<file path="config.mk">
export PLATFORM = sky130hd
export DESIGN_NAME = mrs_reset_seq
export DESIGN_NICKNAME = d
export VERILOG_FILES = /design/src/inc/mrs_pkg.sv /design/src/rtl/mrs_reset_seq.sv
export VERILOG_INCLUDE_DIRS = /design/src /design/src/inc
export SDC_FILE = /design/constraint.sdc
export NUM_CORES = 1
export LEC_CHECK = 0
export ABC_CLOCK_PERIOD_IN_PS = 11900
export BUFFER_PORTS_ARGS = -buffer_cell sky130_fd_sc_hd__clkbuf_2
export CAP_MARGIN = 20
export CELL_PAD_IN_SITES_DETAIL_PLACEMENT = 1
export CELL_PAD_IN_SITES_GLOBAL_PLACEMENT = 1
export CORE_UTILIZATION = 49
export CTS_CLUSTER_SIZE = 28
export DETAILED_ROUTE_END_ITERATION = 6
export GPL_TIMING_DRIVEN = 0
export PLACE_DENSITY_LB_ADDON = 0.1
export SETUP_SLACK_MARGIN = 0.5
export SYNTH_ARGS = -nofsm -noshare
export SYNTH_HDL_FRONTEND = slang
export SYNTH_SLANG_ARGS = --single-unit
export TNS_END_PERCENT = 30
</file>
<file path="constraint.sdc">
create_clock -name mclk -period 11.9 [get_ports mclk]
set_clock_uncertainty 0.05 [all_clocks]
set_input_delay 1.19 -clock mclk [delete_from_list [all_inputs] [get_ports mclk]]
set_output_delay 1.19 -clock mclk [all_outputs]
set_load 0.02 [all_outputs]
</file>
<file path="src/inc/mrs_map.svh">
/*
 * Register map, reset values and timing counts of the reset sequencer.
 * Assumes byte addressing on a 12-bit APB address with one word per reg.
 */
`ifndef MRS_MAP_SVH
`define MRS_MAP_SVH

// Block registers (byte addresses)
`define MRS_A_STAT      12'h000
`define MRS_A_ISR       12'h004
`define MRS_A_IMR       12'h008
`define MRS_A_SFR_BASE  12'h080
`define MRS_SFR_NUM     5'h15

// Status word fields
`define MRS_ST_TO       0
`define MRS_ST_PDF      1
`define MRS_ST_RUN      2
`define MRS_ST_SYSRST   3
`define MRS_ST_WARM     4

// Interrupt status fields
`define MRS_IRQ_W       4
`define MRS_IRQ_CHIP    0
`define MRS_IRQ_WARM    1
`define MRS_IRQ_WDT     2
`define MRS_IRQ_DONE    3

// Special function register indices
`define MRS_I_TMR_CNT   5'h00
`define MRS_I_TMR_CTL   5'h01
`define MRS_I_MEM_PTR   5'h02
`define MRS_I_WORK      5'h03
`define MRS_I_TBL_PTR   5'h04
`define MRS_I_TBL_HI    5'h05
`define MRS_I_CPU_STAT  5'h06
`define MRS_I_INT_CTL   5'h07
`define MRS_I_PA_DAT    5'h08
`define MRS_I_PA_DIR    5'h09
`define MRS_I_PB_DAT    5'h0a
`define MRS_I_PB_DIR    5'h0b
`define MRS_I_PC_DAT    5'h0c
`define MRS_I_PC_DIR    5'h0d
`define MRS_I_PD_DAT    5'h0e
`define MRS_I_PD_DIR    5'h0f
`define MRS_I_PWM       5'h10
`define MRS_I_CONV_LO   5'h11
`define MRS_I_CONV_HI   5'h12
`define MRS_I_CONV_CTL  5'h13
`define MRS_I_CONV_CLK  5'h14

// Chip reset values and writable bits
`define MRS_RV_TMR_CTL  8'h08
`define MRS_RV_INT_CTL  8'h00
`define MRS_RV_PORT8    8'hff
`define MRS_RV_PORT2    8'h03
`define MRS_RV_PORT1    8'h01
`define MRS_RV_CONV_CTL 8'h40
`define MRS_RV_CONV_CLK 8'h04
`define MRS_RV_NONE     8'h00
`define MRS_WM_FULL     8'hff
`define MRS_WM_TMR_CTL  8'hdf
`define MRS_WM_SEVEN    8'h7f
`define MRS_WM_SFLAGS   8'h0f
`define MRS_WM_NONE     8'h00
`define MRS_PDF_BIT     4
`define MRS_TO_BIT      5

// Sequencing counts in system clocks
`define MRS_SST_CYCLES  11'h400
`define MRS_OPT_CYCLES  11'h010
`define MRS_CNT_ONE     11'h001
`define MRS_CNT_ZERO    11'h000

`endif

</file>
<file path="src/inc/mrs_pkg.sv">
/*
 * Types of the reset sequencer: sequencer states and reset kinds.
 * Assumes the map header is included by the design file.
 */
package mrs_pkg;

    // Sequencer state
    typedef enum logic [1:0] {
        ST_RUN,
        ST_PIN_HOLD,
        ST_OPTLOAD,
        ST_STARTUP
    } mrs_state_t;

    // What the running sequence restores
    typedef enum logic [1:0] {
        KIND_CHIP,
        KIND_WARM,
        KIND_WAKE
    } mrs_kind_t;

endpackage

</file>
<file path="src/rtl/mrs_reset_seq.sv">
/*
 * Reset sequencer of a small 8-bit controller: takes the pin, watchdog and
 * halt events, records the cause flags, runs option-load and start-up
 * delays, and holds the reset-state special registers behind APB.
 * Assumes all inputs are synchronous to mclk and rst is power-on reset.
 */
// Local design decisions: register access over APB and the address map.
`timescale 1ns/1ps
`include "mrs_map.svh"

module mrs_reset_seq (
    // Clock and power-on reset
    input wire logic mclk,
    input wire logic rst,
    // APB slave
    input wire logic psel,
    input wire logic penable,
    input wire logic pwrite,
    input wire logic [11:0] paddr,
    input wire logic [31:0] pwdata,
    output logic [31:0] prdata,
    output logic pready,
    output logic pslverr,
    // Reset and wake sources
    input wire logic ext_reset_n,
    input wire logic wdt_timeout,
    input wire logic halt_mode,
    input wire logic wake_event,
    // Core instruction strobes
    input wire logic halt_exec,
    input wire logic clr_wdt_exec,
    // Reset controls to the core
    output logic sys_reset_q,
    output logic warm_reset_q,
    output logic pc_sp_clear_q,
    output logic wdt_clear_q,
    output logic cpu_run_q,
    // Interrupt
    output logic irq_q
);

    mrs_pkg::mrs_state_t state_q;
    mrs_pkg::mrs_kind_t kind_q;
    logic [10:0] cnt_q;
    logic opt_q;
    logic timeout_flag_q;
    logic powerdown_flag_q;
    logic [7:0] sfr_q [0:20];
    logic [`MRS_IRQ_W-1:0] isr_q;
    logic [`MRS_IRQ_W-1:0] imr_q;
    logic [`MRS_IRQ_W-1:0] isr_set;
    logic [31:0] prdata_q;
    logic pready_q;
    logic pslverr_q;
    logic run, pin_low, busy;
    logic ev_pin_norm, ev_pin_halt, ev_wdt_norm, ev_wdt_halt, ev_wake;
    logic chip_go, seq_done;
    logic wr_en, sfr_hit;
    logic [4:0] sfr_idx;
    logic [31:0] rd_data;
    logic rd_hit;

    // Reset value of a special register under chip reset
    function automatic logic [7:0] sfr_rst_val(input logic [4:0] idx);
        case (idx)
            `MRS_I_TMR_CTL: sfr_rst_val = `MRS_RV_TMR_CTL;
            `MRS_I_INT_CTL: sfr_rst_val = `MRS_RV_INT_CTL;
            `MRS_I_PA_DAT, `MRS_I_PA_DIR,
            `MRS_I_PB_DAT, `MRS_I_PB_DIR: sfr_rst_val = `MRS_RV_PORT8;
            `MRS_I_PC_DAT, `MRS_I_PC_DIR: sfr_rst_val = `MRS_RV_PORT2;
            `MRS_I_PD_DAT, `MRS_I_PD_DIR: sfr_rst_val = `MRS_RV_PORT1;
            `MRS_I_CONV_CTL: sfr_rst_val = `MRS_RV_CONV_CTL;
            `MRS_I_CONV_CLK: sfr_rst_val = `MRS_RV_CONV_CLK;
            default: sfr_rst_val = `MRS_RV_NONE;
        endcase
    endfunction

    // Registers that a chip reset reloads; the rest keep their contents
    function automatic logic sfr_reloads(input logic [4:0] idx);
        case (idx)
            `MRS_I_TMR_CTL, `MRS_I_INT_CTL,
            `MRS_I_PA_DAT, `MRS_I_PA_DIR, `MRS_I_PB_DAT, `MRS_I_PB_DIR,
            `MRS_I_PC_DAT, `MRS_I_PC_DIR, `MRS_I_PD_DAT, `MRS_I_PD_DIR,
            `MRS_I_CONV_CTL, `MRS_I_CONV_CLK: sfr_reloads = 1'b1;
            default: sfr_reloads = 1'b0;
        endcase
    endfunction

    // Bits that software may write; unused bits read as zero
    function automatic logic [7:0] sfr_wmask(input logic [4:0] idx);
        case (idx)
            `MRS_I_TMR_CTL: sfr_wmask = `MRS_WM_TMR_CTL;
            `MRS_I_MEM_PTR, `MRS_I_INT_CTL: sfr_wmask = `MRS_WM_SEVEN;
            `MRS_I_CPU_STAT: sfr_wmask = `MRS_WM_SFLAGS;
            `MRS_I_PC_DAT, `MRS_I_PC_DIR: sfr_wmask = `MRS_RV_PORT2;
            `MRS_I_PD_DAT, `MRS_I_PD_DIR: sfr_wmask = `MRS_RV_PORT1;
            `MRS_I_CONV_CLK: sfr_wmask = `MRS_RV_CONV_CLK | `MRS_RV_PORT2;
            `MRS_I_TBL_HI, `MRS_I_CONV_LO,
            `MRS_I_CONV_HI: sfr_wmask = `MRS_WM_NONE;
            default: sfr_wmask = `MRS_WM_FULL;
        endcase
    endfunction

    // Source decode; events count only while running
    always_comb begin
        run = (state_q == mrs_pkg::ST_RUN);
        busy = !run;
        pin_low = !ext_reset_n;
        ev_pin_norm = run && pin_low && !halt_mode;
        ev_pin_halt = run && pin_low && halt_mode;
        ev_wdt_norm = run && !pin_low && wdt_timeout && !halt_mode;
        ev_wdt_halt = run && !pin_low && wdt_timeout && halt_mode;
        ev_wake = run && !pin_low && !wdt_timeout && halt_mode && wake_event;
        chip_go = ev_pin_norm || ev_pin_halt || ev_wdt_norm;
        seq_done = (state_q == mrs_pkg::ST_STARTUP) && !pin_low &&
                   (cnt_q == `MRS_CNT_ZERO);
    end

    // Sequencer; pin low at any point restarts as a chip reset
    always_ff @(posedge mclk or posedge rst) begin
        if (rst) begin
            state_q <= mrs_pkg::ST_OPTLOAD;
            kind_q <= mrs_pkg::KIND_CHIP;
            opt_q <= 1'b1;
            cnt_q <= `MRS_OPT_CYCLES - `MRS_CNT_ONE;
        end else begin
            case (state_q)
                mrs_pkg::ST_RUN: begin
                    if (pin_low) begin
                        state_q <= mrs_pkg::ST_PIN_HOLD;
                        kind_q <= mrs_pkg::KIND_CHIP;
                        opt_q <= !halt_mode;
                    end else if (ev_wdt_norm) begin
                        state_q <= mrs_pkg::ST_OPTLOAD;
                        kind_q <= mrs_pkg::KIND_CHIP;
                        cnt_q <= `MRS_OPT_CYCLES - `MRS_CNT_ONE;
                    end else if (ev_wdt_halt || ev_wake) begin
                        // No option load when leaving halt
                        state_q <= mrs_pkg::ST_STARTUP;
                        kind_q <= ev_wdt_halt ? mrs_pkg::KIND_WARM :
                                                mrs_pkg::KIND_WAKE;
                        cnt_q <= `MRS_SST_CYCLES - `MRS_CNT_ONE;
                    end
                end
                mrs_pkg::ST_PIN_HOLD: begin
                    if (!pin_low) begin
                        if (opt_q) begin
                            state_q <= mrs_pkg::ST_OPTLOAD;
                            cnt_q <= `MRS_OPT_CYCLES - `MRS_CNT_ONE;
                        end else begin
                            state_q <= mrs_pkg::ST_STARTUP;
                            cnt_q <= `MRS_SST_CYCLES - `MRS_CNT_ONE;
                        end
                    end
                end
                mrs_pkg::ST_OPTLOAD: begin
                    if (pin_low) begin
                        // A stale halt choice must not skip the reload
                        state_q <= mrs_pkg::ST_PIN_HOLD;
                        opt_q <= 1'b1;
                    end else if (cnt_q == `MRS_CNT_ZERO) begin
                        state_q <= mrs_pkg::ST_STARTUP;
                        cnt_q <= `MRS_SST_CYCLES - `MRS_CNT_ONE;
                    end else begin
                        cnt_q <= cnt_q - `MRS_CNT_ONE;
                    end
                end
                mrs_pkg::ST_STARTUP: begin
                    if (pin_low) begin
                        // Pin during a delay becomes a full reset
                        state_q <= mrs_pkg::ST_PIN_HOLD;
                        kind_q <= mrs_pkg::KIND_CHIP;
                        opt_q <= 1'b1;
                    end else if (cnt_q == `MRS_CNT_ZERO) begin
                        state_q <= mrs_pkg::ST_RUN;
                    end else begin
                        cnt_q <= cnt_q - `MRS_CNT_ONE;
                    end
                end
                default: state_q <= mrs_pkg::ST_RUN;
            endcase
        end
    end

    // Core controls, one cycle behind the state
    always_ff @(posedge mclk or posedge rst) begin
        if (rst) begin
            sys_reset_q <= 1'b1;
            warm_reset_q <= 1'b0;
            pc_sp_clear_q <= 1'b1;
            wdt_clear_q <= 1'b1;
            cpu_run_q <= 1'b0;
        end else begin
            sys_reset_q <= busy && (kind_q == mrs_pkg::KIND_CHIP);
            warm_reset_q <= busy && (kind_q == mrs_pkg::KIND_WARM);
            pc_sp_clear_q <= busy && (kind_q != mrs_pkg::KIND_WAKE);
            wdt_clear_q <= chip_go;
            cpu_run_q <= run;
        end
    end

    // Cause flags; hardware events are applied last so they win
    always_ff @(posedge mclk or posedge rst) begin
        if (rst) begin
            timeout_flag_q <= 1'b0;
            powerdown_flag_q <= 1'b0;
        end else begin
            if (clr_wdt_exec) begin
                timeout_flag_q <= 1'b0;
                powerdown_flag_q <= 1'b0;
            end
            if (halt_exec) begin
                timeout_flag_q <= 1'b0;
                powerdown_flag_q <= 1'b1;
            end
            if (ev_wdt_norm) begin
                timeout_flag_q <= 1'b1;
            end
            if (ev_pin_halt) begin
                timeout_flag_q <= 1'b0;
                powerdown_flag_q <= 1'b1;
            end
            if (ev_wdt_halt) begin
                timeout_flag_q <= 1'b1;
                powerdown_flag_q <= 1'b1;
            end
        end
    end

    // APB decode
    always_comb begin
        sfr_idx = paddr[6:2];
        sfr_hit = (paddr[11:7] == 5'(`MRS_A_SFR_BASE >> 7)) &&
                  (sfr_idx < `MRS_SFR_NUM);
        wr_en = psel && penable && pready_q && pwrite;
    end

    // Special registers; power-on gives every one a known value
    always_ff @(posedge mclk or posedge rst) begin
        if (rst) begin
            for (int i = 0; i < 21; i++) begin
                sfr_q[i] <= sfr_rst_val(5'(i));
            end
        end else begin
            for (int i = 0; i < 21; i++) begin
                if (chip_go && sfr_reloads(5'(i))) begin
                    sfr_q[i] <= sfr_rst_val(5'(i));
                end else if (wr_en && sfr_hit && sfr_idx == 5'(i)) begin
                    // Pointers, results and duty simply hold otherwise
                    sfr_q[i] <= pwdata[7:0] & sfr_wmask(5'(i));
                end
            end
        end
    end

    // Read mux; status flag bits come from the cause flags
    always_comb begin
        rd_data = 32'h0000_0000;
        rd_hit = 1'b1;
        if (sfr_hit) begin
            rd_data[7:0] = sfr_q[sfr_idx];
            if (sfr_idx == `MRS_I_CPU_STAT) begin
                rd_data[`MRS_TO_BIT] = timeout_flag_q;
                rd_data[`MRS_PDF_BIT] = powerdown_flag_q;
            end
        end else begin
            case (paddr)
                `MRS_A_STAT: begin
                    rd_data[`MRS_ST_TO] = timeout_flag_q;
                    rd_data[`MRS_ST_PDF] = powerdown_flag_q;
                    rd_data[`MRS_ST_RUN] = cpu_run_q;
                    rd_data[`MRS_ST_SYSRST] = sys_reset_q;
                    rd_data[`MRS_ST_WARM] = warm_reset_q;
                end
                `MRS_A_ISR: rd_data[`MRS_IRQ_W-1:0] = isr_q;
                `MRS_A_IMR: rd_data[`MRS_IRQ_W-1:0] = imr_q;
                default: rd_hit = 1'b0;
            endcase
        end
    end

    // One wait state: data captured, then pready for one cycle
    always_ff @(posedge mclk or posedge rst) begin
        if (rst) begin
            prdata_q <= 32'h0000_0000;
            pready_q <= 1'b0;
            pslverr_q <= 1'b0;
        end else if (psel && penable && !pready_q) begin
            prdata_q <= pwrite ? 32'h0000_0000 : rd_data;
            pready_q <= 1'b1;
            pslverr_q <= !rd_hit;
        end else begin
            pready_q <= 1'b0;
            pslverr_q <= 1'b0;
        end
    end

    assign prdata = prdata_q;
    assign pready = pready_q;
    assign pslverr = pslverr_q;

    // Sticky events; write one to clear, a new event beats the clear
    always_comb begin
        isr_set = '0;
        isr_set[`MRS_IRQ_CHIP] = chip_go;
        isr_set[`MRS_IRQ_WARM] = ev_wdt_halt;
        isr_set[`MRS_IRQ_WDT] = ev_wdt_norm || ev_wdt_halt;
        isr_set[`MRS_IRQ_DONE] = seq_done;
    end

    always_ff @(posedge mclk or posedge rst) begin
        if (rst) begin
            isr_q <= '0;
            imr_q <= '0;
            irq_q <= 1'b0;
        end else begin
            if (wr_en && paddr == `MRS_A_ISR) begin
                isr_q <= (isr_q & ~pwdata[`MRS_IRQ_W-1:0]) | isr_set;
            end else begin
                isr_q <= isr_q | isr_set;
            end
            if (wr_en && paddr == `MRS_A_IMR) begin
                imr_q <= pwdata[`MRS_IRQ_W-1:0];
            end
            irq_q <= |(isr_q & imr_q);
        end
    end

    logic [10:0] sst_len_q;
    always_ff @(posedge mclk or posedge rst) begin
        if (rst) begin
            sst_len_q <= `MRS_CNT_ZERO;
        end else if (state_q == mrs_pkg::ST_STARTUP && !pin_low) begin
            sst_len_q <= sst_len_q + `MRS_CNT_ONE;
        end else begin
            sst_len_q <= `MRS_CNT_ZERO;
        end
    end
endmodule

</file>
# Word level (Yosys, flattened, before mapping)
# Cells that the tools add are included.
[classes]
addsub = 1
multipliers = 0
div = 0
magnitude_cmp = 2
eq_ne = 40
n_shift = 0
mux = 108
bitwise_logic = 27
n_reduce_logical = 82
[op_table]
columns = ["operator", "n"]
rows = [
  ["8-bit 2-to-1 mux", 60],
  ["8-bit AND", 21],
  ["11-bit 2-to-1 mux", 8],
  ["1-bit logical AND", 44],
  ["11-bit one-hot mux with 4 select lines", 1],
  ["8-bit binary-select mux with 5-bit select", 1],
  ["5-bit by 4-bit equality test with 1-bit output, second input constant", 8],
  ["2-bit 2-to-1 mux", 14],
  ["2-bit nonzero test", 14],
  ["5-bit equality test, second input constant", 5],
  ["5-bit by 3-bit equality test with 1-bit output, second input constant", 4],
  ["2-bit inequality test, second input constant", 9],
  ["1-bit 2-to-1 mux", 16],
  ["12-bit by 3-bit equality test with 1-bit output, second input constant", 1],
  ["12-bit by 4-bit equality test with 1-bit output, second input constant", 1],
  ["12-bit zero test", 1],
  ["4-bit one-hot mux with 3 select lines", 1],
  ["11-bit zero test", 1],
  ["11-bit by 1-bit subtractor with 11-bit output, second input constant", 1],
  ["5-bit by 1-bit equality test with 1-bit output, second input constant", 2],
  ["5-bit by 2-bit equality test with 1-bit output, second input constant", 2],
  ["10-bit 2-to-1 mux", 1],
  ["4-bit AND", 2],
  ["4-bit OR", 2],
  ["28 further kinds", 40],
]
[totals]
regBits = 234
latch_bits = 0
ramBits = 0
mem_bits_ro = 0
inputBits = 55
output_inout_bits = 40
n_memories = 0

# Depth between registers and ports, before layout
# Gate-level depths: netlist (run 1).
[logic_depth]
depth_word = 10
mapped_depth = 8

# Worst setup path after synthesis (run 1)
# OpenSTA, ideal clock, no wires.
[synth_path]
path_type = "input to register"
start = "input paddr[9]"
end = "register sfr_q[152] (netlist bit)"
setup_time_ns = 0.133
t_arrival_ns = 3.017
t_required_ns = 11.717
slack_ns = 8.700
stages = 7
path_buffers = 2
path_cell_list = "or4_4 buf_6 or2_1 buf_6 nor4_4 mux2i_1 nor2_2"
[synth_via]
elab_chain_cells = 5
[synth_lines]
columns = ["item", "line", "text"]
rows = [
  ["start: declaration", "mrs_reset_seq.sv:19", "input wire logic [11:0] paddr,"],
  ["5-bit by 1-bit equality test with 1-bit output", "mrs_reset_seq.sv:233", "sfr_hit = (paddr[11:7] == 5'(`MRS_A_SFR_BASE >> 7)) &&"],
  ["1-bit logical AND", "mrs_reset_seq.sv:233", ""],
  ["1-bit logical AND (2 in a row)", "mrs_reset_seq.sv:248", "end else if (wr_en && sfr_hit && sfr_idx == 5'(i)) begin"],
  ["2-bit nonzero test (no line)", "-", ""],
  ["end signal: indexed assignment", "mrs_reset_seq.sv:242", "sfr_q[i] <= sfr_rst_val(5'(i));"],
  ["end signal: indexed assignment", "mrs_reset_seq.sv:247", "sfr_q[i] <= sfr_rst_val(5'(i));"],
  ["end signal: indexed assignment", "mrs_reset_seq.sv:250", "sfr_q[i] <= pwdata[7:0] & sfr_wmask(5'(i));"],
  ["end: declaration", "mrs_reset_seq.sv:48", "logic [7:0] sfr_q [0:20];"],
]
# Every way passes these cells.
# A chain may end at the register's enable or synchronous reset.

# Worst setup path after layout (run 1)
[layout_path]
start = "input paddr[3]"
end = "register sfr_q[109] (netlist bit)"
[layout_via]
elab_chain_cells = 5
[layout_lines]
columns = ["item", "line"]
rows = [
  ["5-bit less-than comparator (no line)", "-"],
  ["1-bit logical AND", "mrs_reset_seq.sv:233"],
  ["1-bit logical AND", "mrs_reset_seq.sv:248"],
  ["1-bit logical AND (*)", "mrs_reset_seq.sv:248"],
  ["2-bit nonzero test (no line) (*)", "-"],
]
# Mark *: on every way between the ends. The rest lies on a longest branch, timed or not.

==> results of run 1 <==
==> metal layers <==
layer	wire length, um	vias to the layer above	GRT usage, %
met5	0	-	0
met4	466	0	11.97
met3	1305	44	5.025
met2	12290	224	55.49
met1	10160	3257	40.18
li1	-	2780	-
==> synth_stat cells, drive strengths merged, types with 2 or more instances <==
cell	n	share of area [%]
o221ai	2	0.23
mux4	11	3.2
a22o	6	0.69
o21ai	24	1.6
and2	4	0.33
buf	38	3.3
ha	2	0.33
nand2b	9	0.73
nand4	8	0.65
a31oi	7	0.57
a21o	2	0.20
or4	4	0.44
nand2	109	5.3
a21oi	21	1.4
dfrtp	98	32
nor2	49	2.6
nand3	56	3.7
mux2	49	7.2
or3	4	0.33
or2	5	0.41
dfstp	50	17
nand3b	3	0.29
nor4	7	1.0
inv	12	0.59
and3	4	0.33
clkbuf	35	1.7
nor2b	9	0.73
o2bb2ai	2	0.23
o41ai	2	0.23
mux2i	46	6.0
o211ai	5	0.49
nor3	15	1.2
nor3b	2	0.20
a221o	2	0.26
o22a	7	0.80
a2bb2oi	3	0.34
o22ai	2	0.16
a22oi	12	1.2
o21a	2	0.20
o31ai	3	0.29
==> kinds of logic after synthesis <==
logic type | synth area share, %
flops | 49.13
simple gates | 18.26
other cells | 0.04892
mux | 16.44
buf+inv | 5.614
compound gates | 10.18
fa+ha+maj | 0.3264
==> flip-flops by register name, summed over array words and instances, names as in the netlist <==
name and cells:
cnt_q 11, cpu_run_q 1, imr_q 4, irq_q 1, isr_q 4, kind_q 2
opt_q 1, pc_sp_clear_q 1, powerdown_flag_q 1, prdata 8, pready 1, pslverr 1
sfr_q 106, state_q 2, sys_reset_q 1, timeout_flag_q 1, warm_reset_q 1, wdt_clear_q 1
==> critical path: stages <==
cell	delay, ns
clkbuf_2	0.12
clkbuf_1	0.43
buf_1	0.76
nand2_1	0.33
nor4_4	0.74
mux2i_1	0.32
nor2_2	0.05
==> power by group through the flow <==
stage / combinational [uW] / sequential (uW) / clock, uW
finish: 175 / 565 / 498
detailed placement: 174 / 571 / 0
global route: 191 / 568 / 521
floorplan: 112 / 571 / 0
CTS: 175 / 563 / 504
global placement: 167 / 570 / 0
==> worst max-delay path by stage <==
stage / from / to / slack [ns] / cells past startpoint
global placement: rst / sfr_q[143]$_DFFE_PP0P_ / 5.20 / 2
global route: paddr[3] / sfr_q[106]$_DFFE_PP0P_ / 8.02 / 7
CTS: paddr[3] / sfr_q[109]$_DFFE_PP0P_ / 8.28 / 7
detailed placement: paddr[3] / sfr_q[109]$_DFFE_PP0P_ / 7.83 / 7
floorplan: rst / cnt_q[10]$_DFFE_PP0P_ / 6.76 / 1
finish: paddr[3] / sfr_q[109]$_DFFE_PP0P_ / 8.19 / 7
==> final cells by class <==
type | count | share of cell area [%]
Clock inverter | 4 | 0.2560
Buffer | 73 | 4.339
Multi-Input combinational cell | 534 | 40.43
Sequential cell | 148 | 42.82
Timing Repair Buffer | 42 | 2.674
Inverter | 13 | 0.6117
Tap cell | 211 | 3.001
Clock buffer | 28 | 5.875
==> through the flow <==
stage	area, um2	total power, uW	instances
final	8796	1238	1053
after global routing	8796	1280	1053
after CTS	8796	1242	1053
after detailed placement	8257	745.0	1021
after global placement	8217	736.7	1019
after floorplan	7752	682.6	768
==> metrics, run 1 <==
Die Width between 100 and 150 um; Reg area between 0.003 and 0.004 mm2; CTS tree yes; Detailed Routing Iterations Pass 1 5; count of different cell masters after synthesis 64; Die Height 127.1 um; initial antenna violation count 0; Max Cap Viol 0; Combinational Power Share ~14%; clk slew on worst S/H paths approximately 0.060 ns; Final Critical Period between 3 and 4 ns; P&R area growth vs syn 14.74%; Hold WS around 0.35 ns; synthesized instance count 745; worst reg2reg path startpoint pready$_DFF_PP0_; RSZ-0062 raised after global routing false; GR Util All Layers between 30% and 40%; commonest non-fill, non-tap cell in the layout nand2_1; Util after Layout 57.65%; Avg Inst Size Synth between 10 and 15 um2; worst vdd ir roughly 0.10 mV; commonest cells after routing, fill and taps aside nand2_1 (109), dfrtp_1 (98), nand3_1 (56); worst slew pin tran approximately 1.1 ns; DR vias 6305; Switch Pwr 352.7 uW; synthesis warning total 0; r2r endpoint sfr_q[79]$_DFFE_PP1P_; # port buffers 40; Rows 45; internal power 885.7 uW; IO Count 95; worst skew pair latency about 0.43 ns; sequential power share a little under half; max-slew violations 0; flop-to-flop setup slack about 9 ns; critical path startpoint category input pin; Sw Ratio roughly 28%; Power Density roughly 140 mW/mm2; GP Congestion approximately 0.90; crit path max fanout 10; crit end category register; R2R cell count 6; vias per cell between 5 and 6; largest net degree at the start of global routing 90; Setup violations, final 0; Critical Path RT 12.14 ns; deepest clock path buffer count 2; layout cells sized above 1 between 20% and 30%; dpl hpwl 17080 um; hold depth 1; Post-CTS Repair Setup Buffers 0; Setup TNS 0 ns; Worst Hold End sys_reset_q$_DFF_PP1_; Antenna Nets Post-Route 0; Max Freq 269.6 MHz; Place WS 7.832 ns; 1st-iter DRT viols between 300 and 400; ys flop type dfrtp_1; Post-synth EDFFs 0; H-tree depth 4; Initial Util approximately half; setup ws final around 8.2 ns; Nets about 890; hold path start kind_q[0]$_DFFE_PP0P_; grt total ovfl 0; endpoints failing hold 0; Placeable Area 0.01526 mm2; Post-CTS Hold Fix Bufs 0; Hold WC Path Type reg2reg; LEAKAGE about 0.0040 uW; CTS resizes 0; die area approximately 0.016 mm2; Fill cells ~1700; Seq/Total Area, Yosys between 40% and 50%; CTS root buffer clkbuf_16; CTS buffer count 17; CP arrival ~4.0 ns; vias in the first global route between 6000 and 7000; critical path class in2reg; max_slew headroom a little over a quarter; global-route wire length before repair 38430 um; DRC violation count after routing 0; status finished clean; routed wire length per instance approximately 23 um; Clock Power Share about 40%; final wirelength 24230 um; ANT cells 0; clk sinks about 150; Async S/R FF share, synth 100.0%; cell area after synthesis 0.007666 mm2; multi-input logic area 0.003556 mm2; post-synthesis register bit count between 100 and 150; period utilization 31.17%
No activity file was read; power rests on OpenSTA's default activity.
==> run 2, diff against run 1 <==
--- a/config.mk
+++ b/config.mk
@@ -6,12 +6,12 @@
 export SDC_FILE = /design/constraint.sdc
 export NUM_CORES = 1
 export LEC_CHECK = 0
-export ABC_CLOCK_PERIOD_IN_PS = 11900
+export ABC_CLOCK_PERIOD_IN_PS = 3900
 export BUFFER_PORTS_ARGS = -buffer_cell sky130_fd_sc_hd__clkbuf_2
 export CAP_MARGIN = 20
 export CELL_PAD_IN_SITES_DETAIL_PLACEMENT = 1
 export CELL_PAD_IN_SITES_GLOBAL_PLACEMENT = 1
-export CORE_UTILIZATION = 49
+export CORE_UTILIZATION = 46
 export CTS_CLUSTER_SIZE = 28
 export DETAILED_ROUTE_END_ITERATION = 6
 export GPL_TIMING_DRIVEN = 0
==> constraint.sdc (replaced) <==
create_clock -name mclk -period 3.9 [get_ports mclk]
set_clock_uncertainty 0.05 [all_clocks]
set_input_delay 0.39 -clock mclk [delete_from_list [all_inputs] [get_ports mclk]]
set_output_delay 0.39 -clock mclk [all_outputs]
set_load 0.02 [all_outputs]
==> run 2 against run 1 <==
- first-iteration DRC count shrank 23%
- die area grew 6.4%
- cell count grew 0.85%
- via count shrank 0.75%
- non-clock buffer count grew 4
- critical path type unchanged
- final area grew 1.3%
- sequential power grew to 3.0 times the previous value
- count of clock-buffer cells in the layout shrank 10
- largest power group unchanged
- global-route usage shrank 1.5 points
==> metrics, run 2 (synthesis results as in run 1) <==
Switch Pwr between 1000 and 1500 uW; critical path startpoint category input pin; Nets just under 900; Placeable Area around 0.016 mm2; max FFs per register 106; Critical Path RT roughly 4.2 ns; IO Count between 90 and 100; critical path class in2reg; max-slew violations 0; area of placed instances around 0.0083 mm2; commonest cells after routing, fill and taps aside nand2_1 (109), dfrtp_1 (98), nand3_1 (56); status finished clean; total power between 3000 and 4000 uW; Die Width approximately 130 um; Max Cap Viol 0; Placed Cells 1029; layout cells sized above 1 27.54%; design area slightly below 0.009 mm2; CTS tree yes; clk sinks 148; ANT cells 0; Reg with most FFs sfr_q; CTS buffer count 17; grt total ovfl 0; CP arrival approximately 3.2 ns; Rows 46; Hold WC Path Type in2reg; Place WS 0.6735 ns; initial antenna violation count 0; DRC violation count after routing 0; crit end category register; Initial Util 47.74%; # port buffers 40; Max Freq roughly 340 MHz; vias in the first global route around 6500; Sw Ratio 29.52%; Fill cells about 1800; largest net degree at the start of global routing 44; clk slew on worst S/H paths approximately 0.07 ns; Setup TNS 0 ns; crit path max fanout 10; P&R area growth vs syn 16.26%; internal power around 2800 uW; period utilization between 70 and 80%; vias per cell 5.893; Final Critical Period around 2.9 ns; Antenna Nets Post-Route 0; 1st-iter DRT viols roughly 300; setup ws final 0.9962 ns; Power Density 439.7 mW/mm2; DR vias 6258; commonest non-fill, non-tap cell in the layout nand2_1; sequential power share 43.9%; Clock Power Share a little over two fifths; final wirelength ~24000 um; max_slew headroom approximately 20%; worst skew pair latency roughly 0.44 ns; routed wire length per instance around 23 um; global-route wire length before repair around 38000 um; GR Util All Layers 30.43%; RSZ-0062 raised after global routing false; CTS resizes 0; Combinational Power Share around 14%; endpoints failing hold 0; Die Height between 100 and 150 um; GP Congestion just under 0.9; worst vdd ir 0.3341 mV; Setup violations, final 0; deepest clock path buffer count 2; worst slew pin tran 1.193 ns; LEAKAGE approximately 0.0040 uW; non-filler cells, final about 1100; Detailed Routing Iterations Pass 1 5; die area 0.01719 mm2; dpl hpwl around 17000 um; CTS root buffer clkbuf_16; H-tree depth 4
## run 2: changes by cell type in the layout (fill, tap and decap cells not counted), moves of 2 or more
cell        delta
buf_12         +3
bufinv_16      +2
clkbuf_1       -5
clkbuf_8       -5
clkinvlp_4     +4
inv_6          +3
## run 2: repair_timing
action | CTS | global route
buffers inserted | 0 | 0
hold buffers | 1 | 0
endpoints found under the hold margin | 9 | 0
## run 2: final timing paths
kind,from,end,slack [ns],depth (start not counted)
max,paddr[3],sfr_q[109]$_DFFE_PP0P_,1.0,7
min,pwdata[5],sfr_q[133]$_DFFE_PP0P_,0.15,2
max reg2reg,pready$_DFF_PP0_,sfr_q[72]$_DFFE_PP1P_,1.06,6
min reg2reg,kind_q[0]$_DFFE_PP0P_,sys_reset_q$_DFF_PP1_,0.36,1
max in group asynchronous,rst,sfr_q[90]$_DFFE_PP1P_,2.29,6
min in group asynchronous,rst,powerdown_flag_q$_DFFE_PP0P_,0.47,3
## run 2: metrics by stage
stage               util, %  hold WS [ns]
CTS                   55.50        0.1435
detailed placement    51.82        0.3516
global route          55.50        0.1643
finish                55.50        0.1458
floorplan                 -        0.3273
global placement      51.23        0.3372
## run 2: area by class of cell
cell class | instances | area (um2) | share of cell area, %
clock buffers | 18 | 429.2 | 4.815
inverters | 13 | 52.55 | 0.5896
repair buffers | 46 | 305.3 | 3.426
clock inverters | 14 | 151.4 | 1.699
flip-flops and latches | 148 | 3766 | 42.26
plain buffers | 73 | 381.6 | 4.282
well taps | 216 | 270.3 | 3.032
multi-input cells | 534 | 3556 | 39.90
## run 2: power by group through the flow
| stage | clock network [uW] | registers, uW | logic (uW) |
|---|---|---|---|
| after floorplan | 0 | 1740 | 342 |
| after CTS | 1670 | 1720 | 546 |
| after global routing | 1740 | 1730 | 600 |
| final | 1650 | 1720 | 547 |
| after detailed placement | 0 | 1740 | 542 |
| after global placement | 0 | 1740 | 512 |
## run 2: metal layers
layer  up-vias  GRT usage [%]  part of all wire [%]
li1       2789              -                     -
met1      3255          38.98                    43
met2       165          51.95                    50
met3        49          4.951                   4.0
met4         0          11.16                   2.6
met5         -              0                     0
## run 2: worst max-delay path, stage by stage
cell and delay, ns:
clkbuf_2 0.12, clkbuf_1 0.42, buf_1 0.78, nand2_1 0.31
nor4_4 0.74, mux2i_1 0.33, nor2_2 0.05
